<file path="src/rtl/rrt_defines.vh">
`ifndef RRT_DEFINES_VH
`define RRT_DEFINES_VH
// register indices; the byte address on the bus is index * 4
`define RRT_IDX_TS_LO      8'h64
`define RRT_IDX_TS_HI      8'h66
`define RRT_IDX_PIT_LO     8'h68
`define RRT_IDX_PIT_HI     8'h6A
`define RRT_IDX_CTRL       8'h6C
`define RRT_IDX_BTO_LO     8'h70
`define RRT_IDX_BTO_HI     8'h72
`define RRT_IDX_EVENT      8'h80
`define RRT_IDX_MASK       8'h82
`define RRT_ADDR_W         10
// control bit positions
`define RRT_C_RESV         0
`define RRT_C_RING_EN      1
`define RRT_C_SUPERVISOR   2
`define RRT_C_P1_RX_BLK    3
`define RRT_C_P1_TX_BLK    4
`define RRT_C_P2_RX_BLK    5
`define RRT_C_P2_TX_BLK    6
`define RRT_C_P1_BCN_HOST  7
`define RRT_C_P2_BCN_HOST  8
`define RRT_C_P1_BTO_EN    9
`define RRT_C_P2_BTO_EN    10
`define RRT_C_PIT_EN       11
`define RRT_C_CLR_SRCID    12
`define RRT_C_DROP_RSVD    13
`define RRT_C_ANNOUNCE     14
`define RRT_CTRL_WMASK     16'h7FFE
// event bit positions
`define RRT_E_PIT          0
`define RRT_E_BTO1         1
`define RRT_E_BTO2         2
`define RRT_RST16          16'h0000
`define RRT_RST32          32'h00000000
// timing: core clock 250 MHz, counter rates 100 MHz and 50 MHz
`define RRT_CLK_MHZ        250
`define RRT_FREE_MHZ       100
`define RRT_SLOW_MHZ       50
`define RRT_SLOW_DIV       (`RRT_CLK_MHZ / `RRT_SLOW_MHZ)
`endif

</file>
<file path="src/rtl/rrt_top.v">
// Functional notes
// - 32-bit timestamp counter counting at 100 MHz
// - low read latches high half for later
// - 32-bit interval down counter at 50 MHz
// - enable rising loads reload, starts countdown
// - zero sets interval event and reloads
// - ring enable gates all ring handling
// - supervisor bit selects supervisor or node behaviour
// - receive block drops all but ring frames
// - blocked port still delivers check/status frames
// - node mode passes blocked-port beacons across
// - transmit block allows only two frame kinds
// - beacon-to-host bit forwards beacons, foreign always
// - per-port beacon timeout timer enable
// - clear-source-id pulses clear and self-clears on the same edge
// - drop reserved addresses between ports
// - announce bit delivers announce frames to host
// - interrupt when any event and its mask bit set
// - beacon timers 32-bit, 50 MHz, shared timeout
`timescale 1ns/1ns
`include "rrt_defines.vh"
module rrt_top (
   input  wire        CLOCK,
   input  wire        RST,
   input  wire [9:0]  AVS_ADDRESS,
   input  wire        AVS_READ,
   input  wire        AVS_WRITE,
   input  wire [31:0] AVS_WRITEDATA,
   input  wire [3:0]  AVS_BYTEENABLE,
   output reg  [31:0] AVS_READDATA,
   output reg         AVS_WAITREQUEST,
   input  wire        P1_BCN_SEEN,
   input  wire        P2_BCN_SEEN,
   input  wire [2:0]  FR_KIND,
   input  wire [1:0]  FR_RX_PORT,
   input  wire        FR_HOST_DA,
   input  wire        FR_FOREIGN_SA,
   input  wire        FR_RSVD_DA,
   input  wire [1:0]  FR_SRC_PORT,
   output reg         FWD_HOST,
   output reg         FWD_P1,
   output reg         FWD_P2,
   output reg         CLEAR_SRCID,
   output reg         IRQ
);
   // frame kinds
   localparam K_OTHER  = 3'h0;
   localparam K_BEACON = 3'h1;
   localparam K_NCHK   = 3'h2;
   localparam K_STATUS = 3'h3;
   localparam K_ANNC   = 3'h4;
   // ports: 0 host, 1 port1, 2 port2
   localparam PH = 2'h0;
   localparam P1 = 2'h1;
   localparam P2 = 2'h2;

   // =========================================================
   // rate enables
   // =========================================================
   // 100 MHz from 250 MHz: phase accumulator adds 2 of 5
   reg  [2:0] acc_q;
   reg        tick100_q;
   // 50 MHz: one clock in five
   reg  [2:0] div50_q;
   reg        tick50_q;
   always @(posedge CLOCK or posedge RST) begin
      if (RST) begin
         acc_q     <= 3'h0;
         tick100_q <= 1'b0;
         div50_q   <= 3'h0;
         tick50_q  <= 1'b0;
      end else begin
         if (acc_q >= 3'h3) begin
            acc_q     <= acc_q - 3'h3;
            tick100_q <= 1'b1;
         end else begin
            acc_q     <= acc_q + 3'h2;
            tick100_q <= 1'b0;
         end
         if (div50_q == 3'h4) begin
            div50_q  <= 3'h0;
            tick50_q <= 1'b1;
         end else begin
            div50_q  <= div50_q + 3'h1;
            tick50_q <= 1'b0;
         end
      end
   end

   // =========================================================
   // pin synchronisers
   // =========================================================
   // beacon pins are asynchronous: only the second stage feeds the edge detect
   reg [1:0] bs1_q;
   reg [1:0] bs2_q;
   reg       b1_prev_q;
   reg       b2_prev_q;
   always @(posedge CLOCK or posedge RST) begin
      if (RST) begin
         bs1_q     <= 2'h0;
         bs2_q     <= 2'h0;
         b1_prev_q <= 1'b0;
         b2_prev_q <= 1'b0;
      end else begin
         bs1_q     <= {bs1_q[0], P1_BCN_SEEN};
         bs2_q     <= {bs2_q[0], P2_BCN_SEEN};
         b1_prev_q <= bs1_q[1];
         b2_prev_q <= bs2_q[1];
      end
   end
   wire b1_rise = bs1_q[1] & ~b1_prev_q;
   wire b2_rise = bs2_q[1] & ~b2_prev_q;

   // =========================================================
   // registers and bus
   // =========================================================
   reg  [31:0] free_q;
   reg  [15:0] hold_q;
   reg  [15:0] pit_lo_q;
   reg  [15:0] pit_hi_q;
   reg  [15:0] bto_lo_q;
   reg  [15:0] bto_hi_q;
   reg  [15:0] ctrl_q;
   reg  [2:0]  evt_q;
   reg  [2:0]  mask_q;
   reg  [31:0] pit_cnt_q;
   reg  [31:0] bt1_cnt_q;
   reg  [31:0] bt2_cnt_q;
   reg         pit_en_q;
   reg         bt1_en_q;
   reg         bt2_en_q;
   reg         acc_phase_q;

   // one answer cycle per request; the phase bit stops the held request being retaken
   wire [7:0] idx = AVS_ADDRESS[9:2];
   wire       req = (AVS_READ | AVS_WRITE) & ~acc_phase_q;
   wire       wr  = AVS_WRITE & req & (AVS_BYTEENABLE[1:0] != 2'h0);
   wire [15:0] wd = AVS_WRITEDATA[15:0];
   wire       ev_clr = wr & (idx == `RRT_IDX_EVENT);

   function [15:0] merge16;
      input [15:0] old;
      input [15:0] nw;
      input [1:0]  be;
      begin
         merge16 = {be[1] ? nw[15:8] : old[15:8], be[0] ? nw[7:0] : old[7:0]};
      end
   endfunction

   function is_zero;
      input [31:0] cnt;
      begin
         is_zero = (cnt == 32'h00000000);
      end
   endfunction

   function [31:0] cdown;
      input [31:0] cnt;
      input [31:0] rld;
      begin
         cdown = is_zero(cnt) ? rld : cnt - 32'h00000001;
      end
   endfunction

   // picks the port1 or port2 copy of a per-port control bit
   function port_bit;
      input [1:0] port;
      input       bit_p1;
      input       bit_p2;
      begin
         port_bit = (port == P1) ? bit_p1 : bit_p2;
      end
   endfunction

   wire [31:0] pit_rld = {pit_hi_q, pit_lo_q};
   wire [31:0] bto_rld = {bto_hi_q, bto_lo_q};
   wire ring_en  = ctrl_q[`RRT_C_RING_EN];
   wire sup      = ctrl_q[`RRT_C_SUPERVISOR];
   wire drop_rsv = ctrl_q[`RRT_C_DROP_RSVD] & FR_RSVD_DA;
   // a counter only fires on the tick that finds it at zero
   wire pit_zero = pit_en_q & tick50_q & is_zero(pit_cnt_q);
   wire bt1_zero = bt1_en_q & tick50_q & is_zero(bt1_cnt_q);
   wire bt2_zero = bt2_en_q & tick50_q & is_zero(bt2_cnt_q);

   // a rising enable loads the count before any tick can reach zero
   wire pit_load = ctrl_q[`RRT_C_PIT_EN] & ~pit_en_q;
   wire bt1_load = (ctrl_q[`RRT_C_P1_BTO_EN] & ring_en & ~bt1_en_q) | (bt1_en_q & b1_rise);
   wire bt2_load = (ctrl_q[`RRT_C_P2_BTO_EN] & ring_en & ~bt2_en_q) | (bt2_en_q & b2_rise);

   always @(posedge CLOCK or posedge RST) begin
      if (RST) begin
         free_q          <= `RRT_RST32;
         hold_q          <= `RRT_RST16;
         pit_lo_q        <= `RRT_RST16;
         pit_hi_q        <= `RRT_RST16;
         bto_lo_q        <= `RRT_RST16;
         bto_hi_q        <= `RRT_RST16;
         ctrl_q          <= `RRT_RST16;
         evt_q           <= 3'h0;
         mask_q          <= 3'h0;
         AVS_READDATA    <= 32'h00000000;
         AVS_WAITREQUEST <= 1'b1;
         acc_phase_q     <= 1'b0;
         CLEAR_SRCID     <= 1'b0;
      end else begin
         if (tick100_q)
            free_q <= free_q + 32'h00000001;
         AVS_WAITREQUEST <= 1'b1;
         acc_phase_q     <= 1'b0;
         CLEAR_SRCID     <= 1'b0;
         // self-clearing bit never holds
         if (ctrl_q[`RRT_C_CLR_SRCID]) begin
            ctrl_q[`RRT_C_CLR_SRCID] <= 1'b0;
            CLEAR_SRCID              <= 1'b1;
         end
         if (req) begin
            acc_phase_q     <= 1'b1;
            AVS_WAITREQUEST <= 1'b0;
            AVS_READDATA    <= 32'h00000000;
            if (AVS_READ) begin
               case (idx)
                  `RRT_IDX_TS_LO: begin
                     AVS_READDATA[15:0] <= free_q[15:0];
                     hold_q             <= free_q[31:16];
                  end
                  `RRT_IDX_TS_HI:  AVS_READDATA[15:0] <= hold_q;
                  `RRT_IDX_PIT_LO: AVS_READDATA[15:0] <= pit_lo_q;
                  `RRT_IDX_PIT_HI: AVS_READDATA[15:0] <= pit_hi_q;
                  `RRT_IDX_CTRL:   AVS_READDATA[15:0] <= ctrl_q & `RRT_CTRL_WMASK
                                                         & ~(16'h0001 << `RRT_C_CLR_SRCID);
                  `RRT_IDX_BTO_LO: AVS_READDATA[15:0] <= bto_lo_q;
                  `RRT_IDX_BTO_HI: AVS_READDATA[15:0] <= bto_hi_q;
                  `RRT_IDX_EVENT:  AVS_READDATA[2:0]  <= evt_q;
                  `RRT_IDX_MASK:   AVS_READDATA[2:0]  <= mask_q;
                  default:         AVS_READDATA       <= 32'h00000000;
               endcase
            end else if (wr) begin
               case (idx)
                  `RRT_IDX_PIT_LO: pit_lo_q <= merge16(pit_lo_q, wd, AVS_BYTEENABLE[1:0]);
                  `RRT_IDX_PIT_HI: pit_hi_q <= merge16(pit_hi_q, wd, AVS_BYTEENABLE[1:0]);
                  `RRT_IDX_CTRL:   ctrl_q   <= merge16(ctrl_q, wd, AVS_BYTEENABLE[1:0])
                                               & `RRT_CTRL_WMASK;
                  `RRT_IDX_BTO_LO: bto_lo_q <= merge16(bto_lo_q, wd, AVS_BYTEENABLE[1:0]);
                  `RRT_IDX_BTO_HI: bto_hi_q <= merge16(bto_hi_q, wd, AVS_BYTEENABLE[1:0]);
                  `RRT_IDX_MASK:   mask_q   <= wd[2:0];
                  default: begin
                  end
               endcase
            end
         end
         // events: write one clears, a new set in the same cycle wins
         evt_q <= (ev_clr ? (evt_q & ~wd[2:0]) : evt_q)
                  | {bt2_zero, bt1_zero, pit_zero};
      end
   end

   // =========================================================
   // interval and beacon timeout timers
   // =========================================================
   always @(posedge CLOCK or posedge RST) begin
      if (RST) begin
         pit_cnt_q <= `RRT_RST32;
         bt1_cnt_q <= `RRT_RST32;
         bt2_cnt_q <= `RRT_RST32;
         pit_en_q  <= 1'b0;
         bt1_en_q  <= 1'b0;
         bt2_en_q  <= 1'b0;
      end else begin
         pit_en_q <= ctrl_q[`RRT_C_PIT_EN];
         bt1_en_q <= ctrl_q[`RRT_C_P1_BTO_EN] & ring_en;
         bt2_en_q <= ctrl_q[`RRT_C_P2_BTO_EN] & ring_en;
         if (pit_load)
            pit_cnt_q <= pit_rld;
         else if (pit_en_q & tick50_q)
            pit_cnt_q <= cdown(pit_cnt_q, pit_rld);
         if (bt1_load)
            bt1_cnt_q <= bto_rld;
         else if (bt1_en_q & tick50_q)
            bt1_cnt_q <= cdown(bt1_cnt_q, bto_rld);
         if (bt2_load)
            bt2_cnt_q <= bto_rld;
         else if (bt2_en_q & tick50_q)
            bt2_cnt_q <= cdown(bt2_cnt_q, bto_rld);
      end
   end

   // =========================================================
   // forwarding decision
   // =========================================================
   reg fh_d;
   reg f1_d;
   reg f2_d;
   reg rxb;
   reg bhost;
   reg other_txb;
   reg [1:0] other;
   always @* begin
      other     = (FR_RX_PORT == P1) ? P2 : P1;
      rxb       = port_bit(FR_RX_PORT, ctrl_q[`RRT_C_P1_RX_BLK], ctrl_q[`RRT_C_P2_RX_BLK]);
      bhost     = port_bit(FR_RX_PORT, ctrl_q[`RRT_C_P1_BCN_HOST], ctrl_q[`RRT_C_P2_BCN_HOST]);
      other_txb = port_bit(other, ctrl_q[`RRT_C_P1_TX_BLK], ctrl_q[`RRT_C_P2_TX_BLK]);
      fh_d = 1'b0;
      f1_d = 1'b0;
      f2_d = 1'b0;
      // host frames: a blocked transmit port takes only the permitted kinds
      if (FR_RX_PORT == PH) begin
         f1_d = 1'b1;
         f2_d = 1'b1;
         if (ring_en) begin
            if (ctrl_q[`RRT_C_P1_TX_BLK])
               f1_d = ((FR_KIND == K_BEACON) & sup)
                      | ((FR_KIND == K_NCHK) & (FR_SRC_PORT == P1));
            if (ctrl_q[`RRT_C_P2_TX_BLK])
               f2_d = ((FR_KIND == K_BEACON) & sup)
                      | ((FR_KIND == K_NCHK) & (FR_SRC_PORT == P2));
         end
      end else if (!ring_en) begin
         fh_d = FR_HOST_DA;
         if (!drop_rsv) begin
            f1_d = (other == P1) & ~FR_HOST_DA;
            f2_d = (other == P2) & ~FR_HOST_DA;
         end
      end else begin
         // ring enabled: ring frames escape a receive block
         case (FR_KIND)
            K_BEACON: begin
               fh_d = bhost | FR_FOREIGN_SA;
               if (!sup) begin
                  f1_d = (other == P1);
                  f2_d = (other == P2);
               end
            end
            K_NCHK:   fh_d = 1'b1;
            K_STATUS: fh_d = FR_HOST_DA;
            K_ANNC:   fh_d = ctrl_q[`RRT_C_ANNOUNCE];
            default: begin
               if (!rxb) begin
                  fh_d = FR_HOST_DA;
                  if (!drop_rsv & ~FR_HOST_DA & ~other_txb) begin
                     f1_d = (other == P1);
                     f2_d = (other == P2);
                  end
               end
            end
         endcase
         if (FR_KIND == K_ANNC && !rxb && !other_txb) begin
            f1_d = (other == P1);
            f2_d = (other == P2);
         end
      end
   end

   // =========================================================
   // registered outputs
   // =========================================================
   always @(posedge CLOCK or posedge RST) begin
      if (RST) begin
         FWD_HOST <= 1'b0;
         FWD_P1   <= 1'b0;
         FWD_P2   <= 1'b0;
         IRQ      <= 1'b0;
      end else begin
         FWD_HOST <= fh_d;
         FWD_P1   <= f1_d;
         FWD_P2   <= f2_d;
         IRQ      <= |(evt_q & mask_q);
      end
   end
endmodule

</file>
<file path="config.mk">
export PLATFORM = sky130hd
export DESIGN_NAME = rrt_top
export DESIGN_NICKNAME = d
export VERILOG_FILES = /design/src/rtl/rrt_top.v
export VERILOG_INCLUDE_DIRS = /design/src /design/src/rtl
export SDC_FILE = /design/constraint.sdc
export NUM_CORES = 1
export LEC_CHECK = 0
export ABC_AREA = 1
export BUFFER_PORTS_ARGS = -buffer_cell sky130_fd_sc_hd__buf_2
export CORE_MARGIN = 5
export CORE_UTILIZATION = 50
export CTS_CLUSTER_SIZE = 30
export DETAILED_ROUTE_END_ITERATION = 12
export PLACE_DENSITY = 0.68
export SLEW_MARGIN = 10
export SYNTH_ARGS = -nofsm -noshare
export SYNTH_HDL_FRONTEND = slang
export SYNTH_SLANG_ARGS = --single-unit
</file>
<file path="constraint.sdc">
create_clock -name CLOCK -period 17.6 [get_ports CLOCK]
set_input_delay 4.4 -clock CLOCK [delete_from_list [all_inputs] [get_ports CLOCK]]
set_output_delay 4.4 -clock CLOCK [all_outputs]
set_load 0.1 [all_outputs]
</file>
After elaboration in Yosys (flattened, before gate mapping)

Cells that the tools add are included.

Register bits after elaboration: 284
Input port bits: 62

Reduce and logical (&&, ||, !) cells: 27
Bitwise logic cells: 46
Equal/unequal tests: 20
Order comparisons: 1
Add/sub/neg operators: 7
Muxes and demuxes: 54

Operator list:

| operator              | count |
|---|---|
| $mux 32               | 9 |
| $logic_not 32->1      | 3 |
| $sub 32x1->32 const B | 3 |
| $pmux 13 s7           | 1 |
| $eq 8x7->1 const B    | 7 |
| $mux 13               | 4 |
| $reduce_and 5->1      | 10 |
| $add 32x1->32 const B | 1 |
| $mux 1                | 29 |
| $and 1x1->1           | 27 |
| $pmux 3 s9            | 1 |
| $eq 8x8->1 const B    | 2 |
| $mux 16               | 1 |
| $mux 3                | 3 |
| $not 1->1             | 9 |
| $mux 8                | 1 |
| $reduce_bool 2->1     | 4 |
| $and 3x3->3           | 2 |
| $eq 2x1->1 const B    | 3 |
| $eq 3x2->1 const B    | 2 |
| $eq 3x3->1 const B    | 2 |
| $or 1x1->1            | 6 |
| $reduce_or 3->1       | 2 |
| $mux 5                | 1 |
| other kinds (17)      | 22 |

Longest topological paths before layout

Gate-level depths: netlist of run 1.

Depth in word-level cells: 12
Gate-level depth with buffers: 14
Mapped depth without buffers: 13

Worst setup path before layout of run 1

OpenSTA, ideal clock, no wires.

Kind: in2reg
Start: input AVS_ADDRESS[9]
End: register hold_q[0]
Stages: 8
Buffers on the path: 1
Setup slack: 11.996 ns
Required time: 17.475 ns
Arrival time: 5.479 ns
Path through: inv_1 > nand2_1 > nor3_4 > nand2_2 > inv_2 > nand2_1 > buf_4 > mux2_4

Word-level cells in the longest chain between the ends: 2

RTL lines:

| element                    | RTL line      | RTL |
|---|---|---|
| start: declaration         | rrt_top.v:25  | `input wire [9:0] AVS_ADDRESS,` |
| $eq 8x7->1                 | rrt_top.v:221 | `case (idx)` |
| $reduce_and 3->1 (no line) | n/a           |  |
| end signal: assignment     | rrt_top.v:193 | `` hold_q <= `RRT_RST16; `` |
| end signal: assignment     | rrt_top.v:224 | `hold_q <= free_q[31:16];` |
| end: declaration           | rrt_top.v:118 | `reg [15:0] hold_q;` |

No other way between the ends.
A chain may end at the register's enable or synchronous reset.

Worst setup path after layout of run 1

Start: input AVS_ADDRESS[9]
End: register hold_q[11]

Same word-level chain as after synthesis.

==> results of run 1 <==
## worst reg2reg max path, cell delays in order (launching register included)
cell and delay (ps):
dfrtp_1 580, nand2_1 210, inv_1 110, nand2_1 50, nand2_1 170, nor2_2 50
buf_4 240, inv_1 790, o21ai_0 240, nand2_1 120, nand2_1 50
## report_power, final
group,switching (mW),internal (mW)
registers,0.00579,0.623
clock network,0.282,0.406
logic,0.187,0.0659
## placed cells by master (no fill, tap or decap), drive strengths merged, types with 23 or more instances in the layout
cell    instances
a21oi          23
dfrtp         267
inv           260
xor2           45
buf            72
nor2          328
nand3         171
clkbuf         38
nand4          34
o21ai         195
nand2         820
## through the flow
stage	instances	power (mW)	cell area (sq um)
floorplan	2319	0.857	16000
global placement	2713	0.891	16400
detailed placement	2713	0.893	16400
CTS	2771	1.58	17500
global route	2771	1.64	17500
finish	2771	1.57	17500
## cell usage after synthesis, types with 2 or more instances
cell type  instances  area [sq um]
inv_1            251           942
nand3b_1           6          45.0
xor2_1            45           394
mux2_4             3          45.0
inv_2              7          26.3
nand3_1          170           851
ha_1              12           150
nor2_4             7          78.8
buf_4             26           195
nand2_1          807          3030
xnor2_1           17           149
nor2_2            24           150
dfrtp_1          267          6680
a21oi_1           23           115
o21ai_0          135           676
o21ai_2            9          78.8
and2_1             2          12.5
o21ai_1           51           255
buf_2             19          95.1
nor4_1             2          12.5
nand2_2           13          81.3
buf_6             15           169
nor2_1           297          1110
o21bai_1           3          22.5
o22ai_1           12          75.1
clkbuf_1          20          75.1
nor3_1            13          65.1
nand4_1           34           213
## worst max-delay path by stage
stage | cells after the start | to | start | slack [ps]
finish | 8 | hold_q[11] | AVS_ADDRESS[9] | 11030
global route | 8 | hold_q[11] | AVS_ADDRESS[9] | 10820
CTS | 8 | hold_q[11] | AVS_ADDRESS[9] | 11100
detailed placement | 8 | hold_q[11] | AVS_ADDRESS[9] | 10500
floorplan | 1 | AVS_READDATA[0] | RST | 5820
global placement | 8 | hold_q[11] | AVS_ADDRESS[9] | 10550
## final cells by class
cell class                 count  share of cell area
clock buffer                  38              0.0488
clock inverter                20              0.0142
inverter                     259              0.0561
multi-input combinational   1712               0.446
sequential                   268               0.384
tap                          402              0.0288
timing repair buffer          72              0.0219
## logic make-up after synthesis
kind of cell,after synthesis,share of synthesized area
compound gates,238,0.0799
xor+xnor,62,0.0340
fa+ha+maj,12,0.00941
buf+inv,339,0.0945
flops,268,0.421
mux,3,0.00282
other cells,1,0.000235
simple gates,1381,0.359
## flip-flops by register name (all words and copies together) (netlist names), 2 cells and up
| name | cells |
|---|---|
| pit_lo_q | 16 |
| pit_hi_q | 16 |
| free_q | 32 |
| bto_lo_q | 16 |
| bs1_q | 2 |
| div50_q | 3 |
| mask_q | 3 |
| bs2_q | 2 |
| AVS_READDATA | 16 |
| ctrl_q | 14 |
| bt1_cnt_q | 32 |
| bto_hi_q | 16 |
| evt_q | 3 |
| pit_cnt_q | 32 |
| hold_q | 16 |
| acc_q | 3 |
| bt2_cnt_q | 32 |
## routing by layer
layer | up-vias | part of all wire | wire, um
li1 | 7248 | - | -
met1 | 6949 | 0.43 | 19600
met2 | 405 | 0.48 | 21700
met3 | 109 | 0.053 | 2390
met4 | 0 | 0.041 | 1850
met5 | - | 0 | 0
==> impl_metrics.csv, run 1 <==
group,metric,value,unit
outcome,status,"completed",
worst_hold_path,hold_path_class,"flip-flop to flip-flop",
global_route,grt_remaining_overflow,0,
finish,postLayoutCoreUtil,0.554,
floorplan,ios,100,
timing,setup_slack,11030,ps
route,wl,45.6,mm
synth,synthesis.area,15900,sq um
setup_path,r2r_slack,14870,ps
timing,fmax,152,MHz
floorplan,dieArea,35600,sq um
setup_path,crit_buf_inv,3,
timing,setup_viol,0,
flow_run,cap_violations,0,
floorplan,die_y,189,um
route,vias,14700,
setup_path,critical_path.reg2reg.endpoint,"bt1_cnt_q[8]",
synth,syn_area_per_cell,6.92,sq um
setup_path,r2r-start,"ctrl_q[1]",
synth,synth_warnings,0,
worst_hold_path,worstHoldStart,"bs2_q[0]",
timing,timing.final.hold_violations,0,
route,via_per_inst,5.31,
clocking,root_buffer,"clkbuf_16",
setup_path,start_kind,"input port",
clocking,cts_sinks,268,
setup_path,cp_data_required_time,18070,ps
synth,synthCells,2304,
setup_path,cp_common_cell,"nand2_1",
floorplan,die_w,189,um
clocking,cts_buffers,31,
floorplan,rows,65,
worst_hold_path,hold_path_end,"bs2_q[1]",
timing,maxSlewHeadroom,0.309,
clocking,htreeDepth,1,
timing,min_period,6570,ps
timing,final-max-slew-violation-count,0,
timing,whs,346,ps
finish,multi_input_area,7790,sq um
timing,fin_skew,17.0,ps
global_route,antenna_found_initial,0,
global_route,grtUsageMet3,0.0313,
synth,synthArstFlopShare,1.00,
setup_path,cp_cell_sequence,"buf_2, inv_1, nand2_1, nor3_4, nand2_2, inv_2, nand2_1, mux2_4",
route,drtAntennaViolNets,0,
power,ir_worst_vdd,0.0936,mV
setup_path,cp_max_fo,29,
timing,tns,0,ps
floorplan,start_util,0.505,
global_route,grt_pass1_wl,74.3,mm
timing,rsz0062_at_grt,"no",
clocking,cts_tree,"yes",
synth,ys_types,42,
placement,place_congestion,0.918,
global_route,top_usage_layer,"met2",
finish,synthToLayoutAreaGrowth,9.52,%
timing,tightest_slew,1030,ps
placement,dpl_worst_slack,10500,ps
finish,diodes,0,
synth,synth_seq_cells,268,
placement,io_buffer_count,63,
clocking,hold_buffers,0,
setup_path,crit_family,"simple AND/OR/NAND/NOR gates",
setup_path,cpPeakStageDelay,720,ps
finish,drive_gt1_frac,0.0848,
finish,regArea,6710,sq um
global_route,grt_pass1_vias,14000,
setup_path,crit_type,"input port to flip-flop",
power,p_leak,9.53,nW
global_route,gr-usage-met1,0.347,
power,power.density,89.8,nW/um^2
setup_path,critPathSlowestCell,"nor3_4",
finish,nFillCells,3045,
route,first_iter_violations,1282,
synth,seq_area_frac_synth,0.421,
setup_path,end_kind,"flip-flop",
clocking,clock_latency,590,ps
clocking,clk_pin_slew,60,ps
clocking,cts_buffer_depth,3,
floorplan,core,31600,sq um
setup_path,cp_data_arrival_time,7040,ps
clocking,cts_resized,0,
global_route,grt_max_degree,136,
route,wl_per_cell,16.4,um
global_route,grtUsageMet2,0.427,
synth,synth_edf_count,0,
setup_path,r2r_cells,10,
finish,layout.nets,2418,
route,drc,0,
clocking,post_cts_buffers,0,
timing,fin_crit_sh,0.373,
route,dr.pass1.iters,5,
global_route,grt_usage,0.256,
worst_hold_path,hold_depth,0,
synth,ys.flop_type,"dfrtp_1",
placement,hpwl,33.4,mm
No activity file was read; power rests on OpenSTA's default activity.
==> run 2: changes to the inputs <==
clock period = 6.1 ns   (was 17.6 ns; I/O delays follow)
==> impl_metrics.csv, run 2 (same netlist as run 1, synthesis figures left out) <==
group,metric,value,unit
timing,tightest_slew,1020,ps
clocking,cts_buffers,31,
route,drc,0,
route,drtAntennaViolNets,0,
placement,place_congestion,0.939,
placement,io_buffer_count,63,
global_route,grt_pass1_wl,73.7,mm
timing,setup_slack,2900,ps
global_route,grt_pass1_vias,13900,
timing,timing.final.hold_violations,0,
timing,min_period,3200,ps
finish,nFillCells,3082,
setup_path,r2r-start,"ctrl_q[1]",
finish,synthToLayoutAreaGrowth,9.63,%
setup_path,critPathSlowestCell,"nand2_1",
setup_path,cp_cell_sequence,"buf_2, inv_1, nand2_1, nor3_4, buf_4, nand2_2, inv_2, nand2_1, mux2_4",
setup_path,critical_path.reg2reg.endpoint,"bt1_cnt_q[8]",
clocking,cts_buffer_depth,3,
placement,post_dp_cell_area,16400,sq um
clocking,htreeDepth,1,
clocking,cts_resized,0,
global_route,grt_max_degree,164,
clocking,hold_buffers,0,
timing,fmax,313,MHz
finish,final_cell_mix,"nand2_1, nor2_1, dfrtp_1, inv_1, nand3_1",
finish,postLayoutCoreUtil,0.554,
power,swShare,0.299,
route,wl_per_cell,16.6,um
floorplan,die_w,189,um
timing,tns,0,ps
global_route,grt_usage,0.256,
power,p_leak,9.54,nW
setup_path,crit_buf_inv,4,
finish,stdcell_count,2772,
setup_path,cp_max_fo,29,
global_route,grt_remaining_overflow,0,
clocking,cts_tree,"yes",
clocking,clk_pin_slew,60,ps
setup_path,r2r_cells,10,
timing,setup_viol,0,
power,p_comb_frac,0.159,
floorplan,die_y,189,um
finish,diodes,0,
global_route,antenna_found_initial,0,
setup_path,cp_data_arrival_time,3680,ps
clocking,post_cts_buffers,0,
floorplan,ios,100,
setup_path,cpPeakStageDelay,550,ps
floorplan,core,31600,sq um
flow_run,cap_violations,0,
timing,fin_skew,17.2,ps
setup_path,cp_data_required_time,6580,ps
power,power_frac_seq,0.400,
timing,maxSlewHeadroom,0.318,
setup_path,end_kind,"flip-flop",
timing,rsz0062_at_grt,"no",
floorplan,dieArea,35600,sq um
setup_path,crit_type,"input port to flip-flop",
power,p_clk_frac,0.441,
clocking,clock_latency,600,ps
floorplan,start_util,0.505,
route,dr.pass1.iters,6,
placement,dpl_worst_slack,2340,ps
power,power.density,259,nW/um^2
setup_path,start_kind,"input port",
power,internal-power,3.18,mW
timing,fin_crit_sh,0.525,
placement,hpwl,33.6,mm
floorplan,rows,65,
timing,whs,346,ps
setup_path,crit_family,"simple AND/OR/NAND/NOR gates",
route,first_iter_violations,1199,
route,via_per_inst,5.30,
setup_path,cp_common_cell,"nand2_1",
finish,drive_gt1_frac,0.0835,
worst_hold_path,worstHoldStart,"bs2_q[0]",
placement,post-place-cells,2714,
worst_hold_path,hold_path_class,"flip-flop to flip-flop",
outcome,status,"completed",
worst_hold_path,hold_path_end,"bs2_q[1]",
power,total_power,4.54,mW
finish,fin_area,17500,sq um
route,vias,14700,
power,p_switching,1.36,mW
setup_path,r2r_slack,3420,ps
finish,layout.nets,2419,
timing,final-max-slew-violation-count,0,
finish,layout_commonest_cell,"nand2_1",
worst_hold_path,hold_depth,0,
route,wl,46.1,mm
clocking,root_buffer,"clkbuf_16",
clocking,cts_sinks,268,
power,ir_worst_vdd,0.251,mV
[run 2: cell count changes in the layout (fill, tap and decap cells not counted), moves of 2 or more]
cell and delta:
clkbuf_1 +4, clkinvlp_4 -3, buf_12 +2, clkbuf_8 -2, inv_8 -2
[run 2: worst max path at each step]
stage	cells past startpoint	startpoint	end
after floorplan	1	RST	AVS_READDATA[0]
after global placement	9	AVS_ADDRESS[9]	hold_q[11]
after detailed placement	9	AVS_ADDRESS[9]	hold_q[11]
after CTS	9	AVS_ADDRESS[9]	hold_q[11]
after global routing	9	AVS_ADDRESS[9]	hold_q[11]
final	9	AVS_ADDRESS[9]	hold_q[11]
[run 2: worst reg2reg max path, delay by kind of cell (launching register included)]
family / cells / cell delay (ps)
buf+inv: 3 / 1120
simple gates: 6 / 610
flops: 1 / 560
compound gates: 1 / 270
[run 2: power by group through the flow]
stage | Sequential, mW | Clock, mW | Combinational (mW)
floorplan | 1.86 | 0 | 0.615
global placement | 1.84 | 0 | 0.717
detailed placement | 1.84 | 0 | 0.725
CTS | 1.81 | 2.03 | 0.728
global route | 1.81 | 2.10 | 0.819
finish | 1.81 | 2.00 | 0.722
[run 2: final cells by class]
cell class	instances	area [sq um]	share of cell area
inverters	259	976	0.0558
well taps	402	503	0.0288
flip-flops and latches	268	6710	0.384
repair buffers	73	415	0.0238
multi-input cells	1712	7790	0.446
clock inverters	18	250	0.0143
clock buffers	40	840	0.0480
[run 2: per-layer routing]
layer  global-route usage  part of all wire  vias to the layer above
li1                     -                 -                     7253
met1                0.337              0.42                     6902
met2                0.426              0.47                      429
met3               0.0363             0.054                      117
met4                0.104             0.047                        0
met5                    0                 0                        -
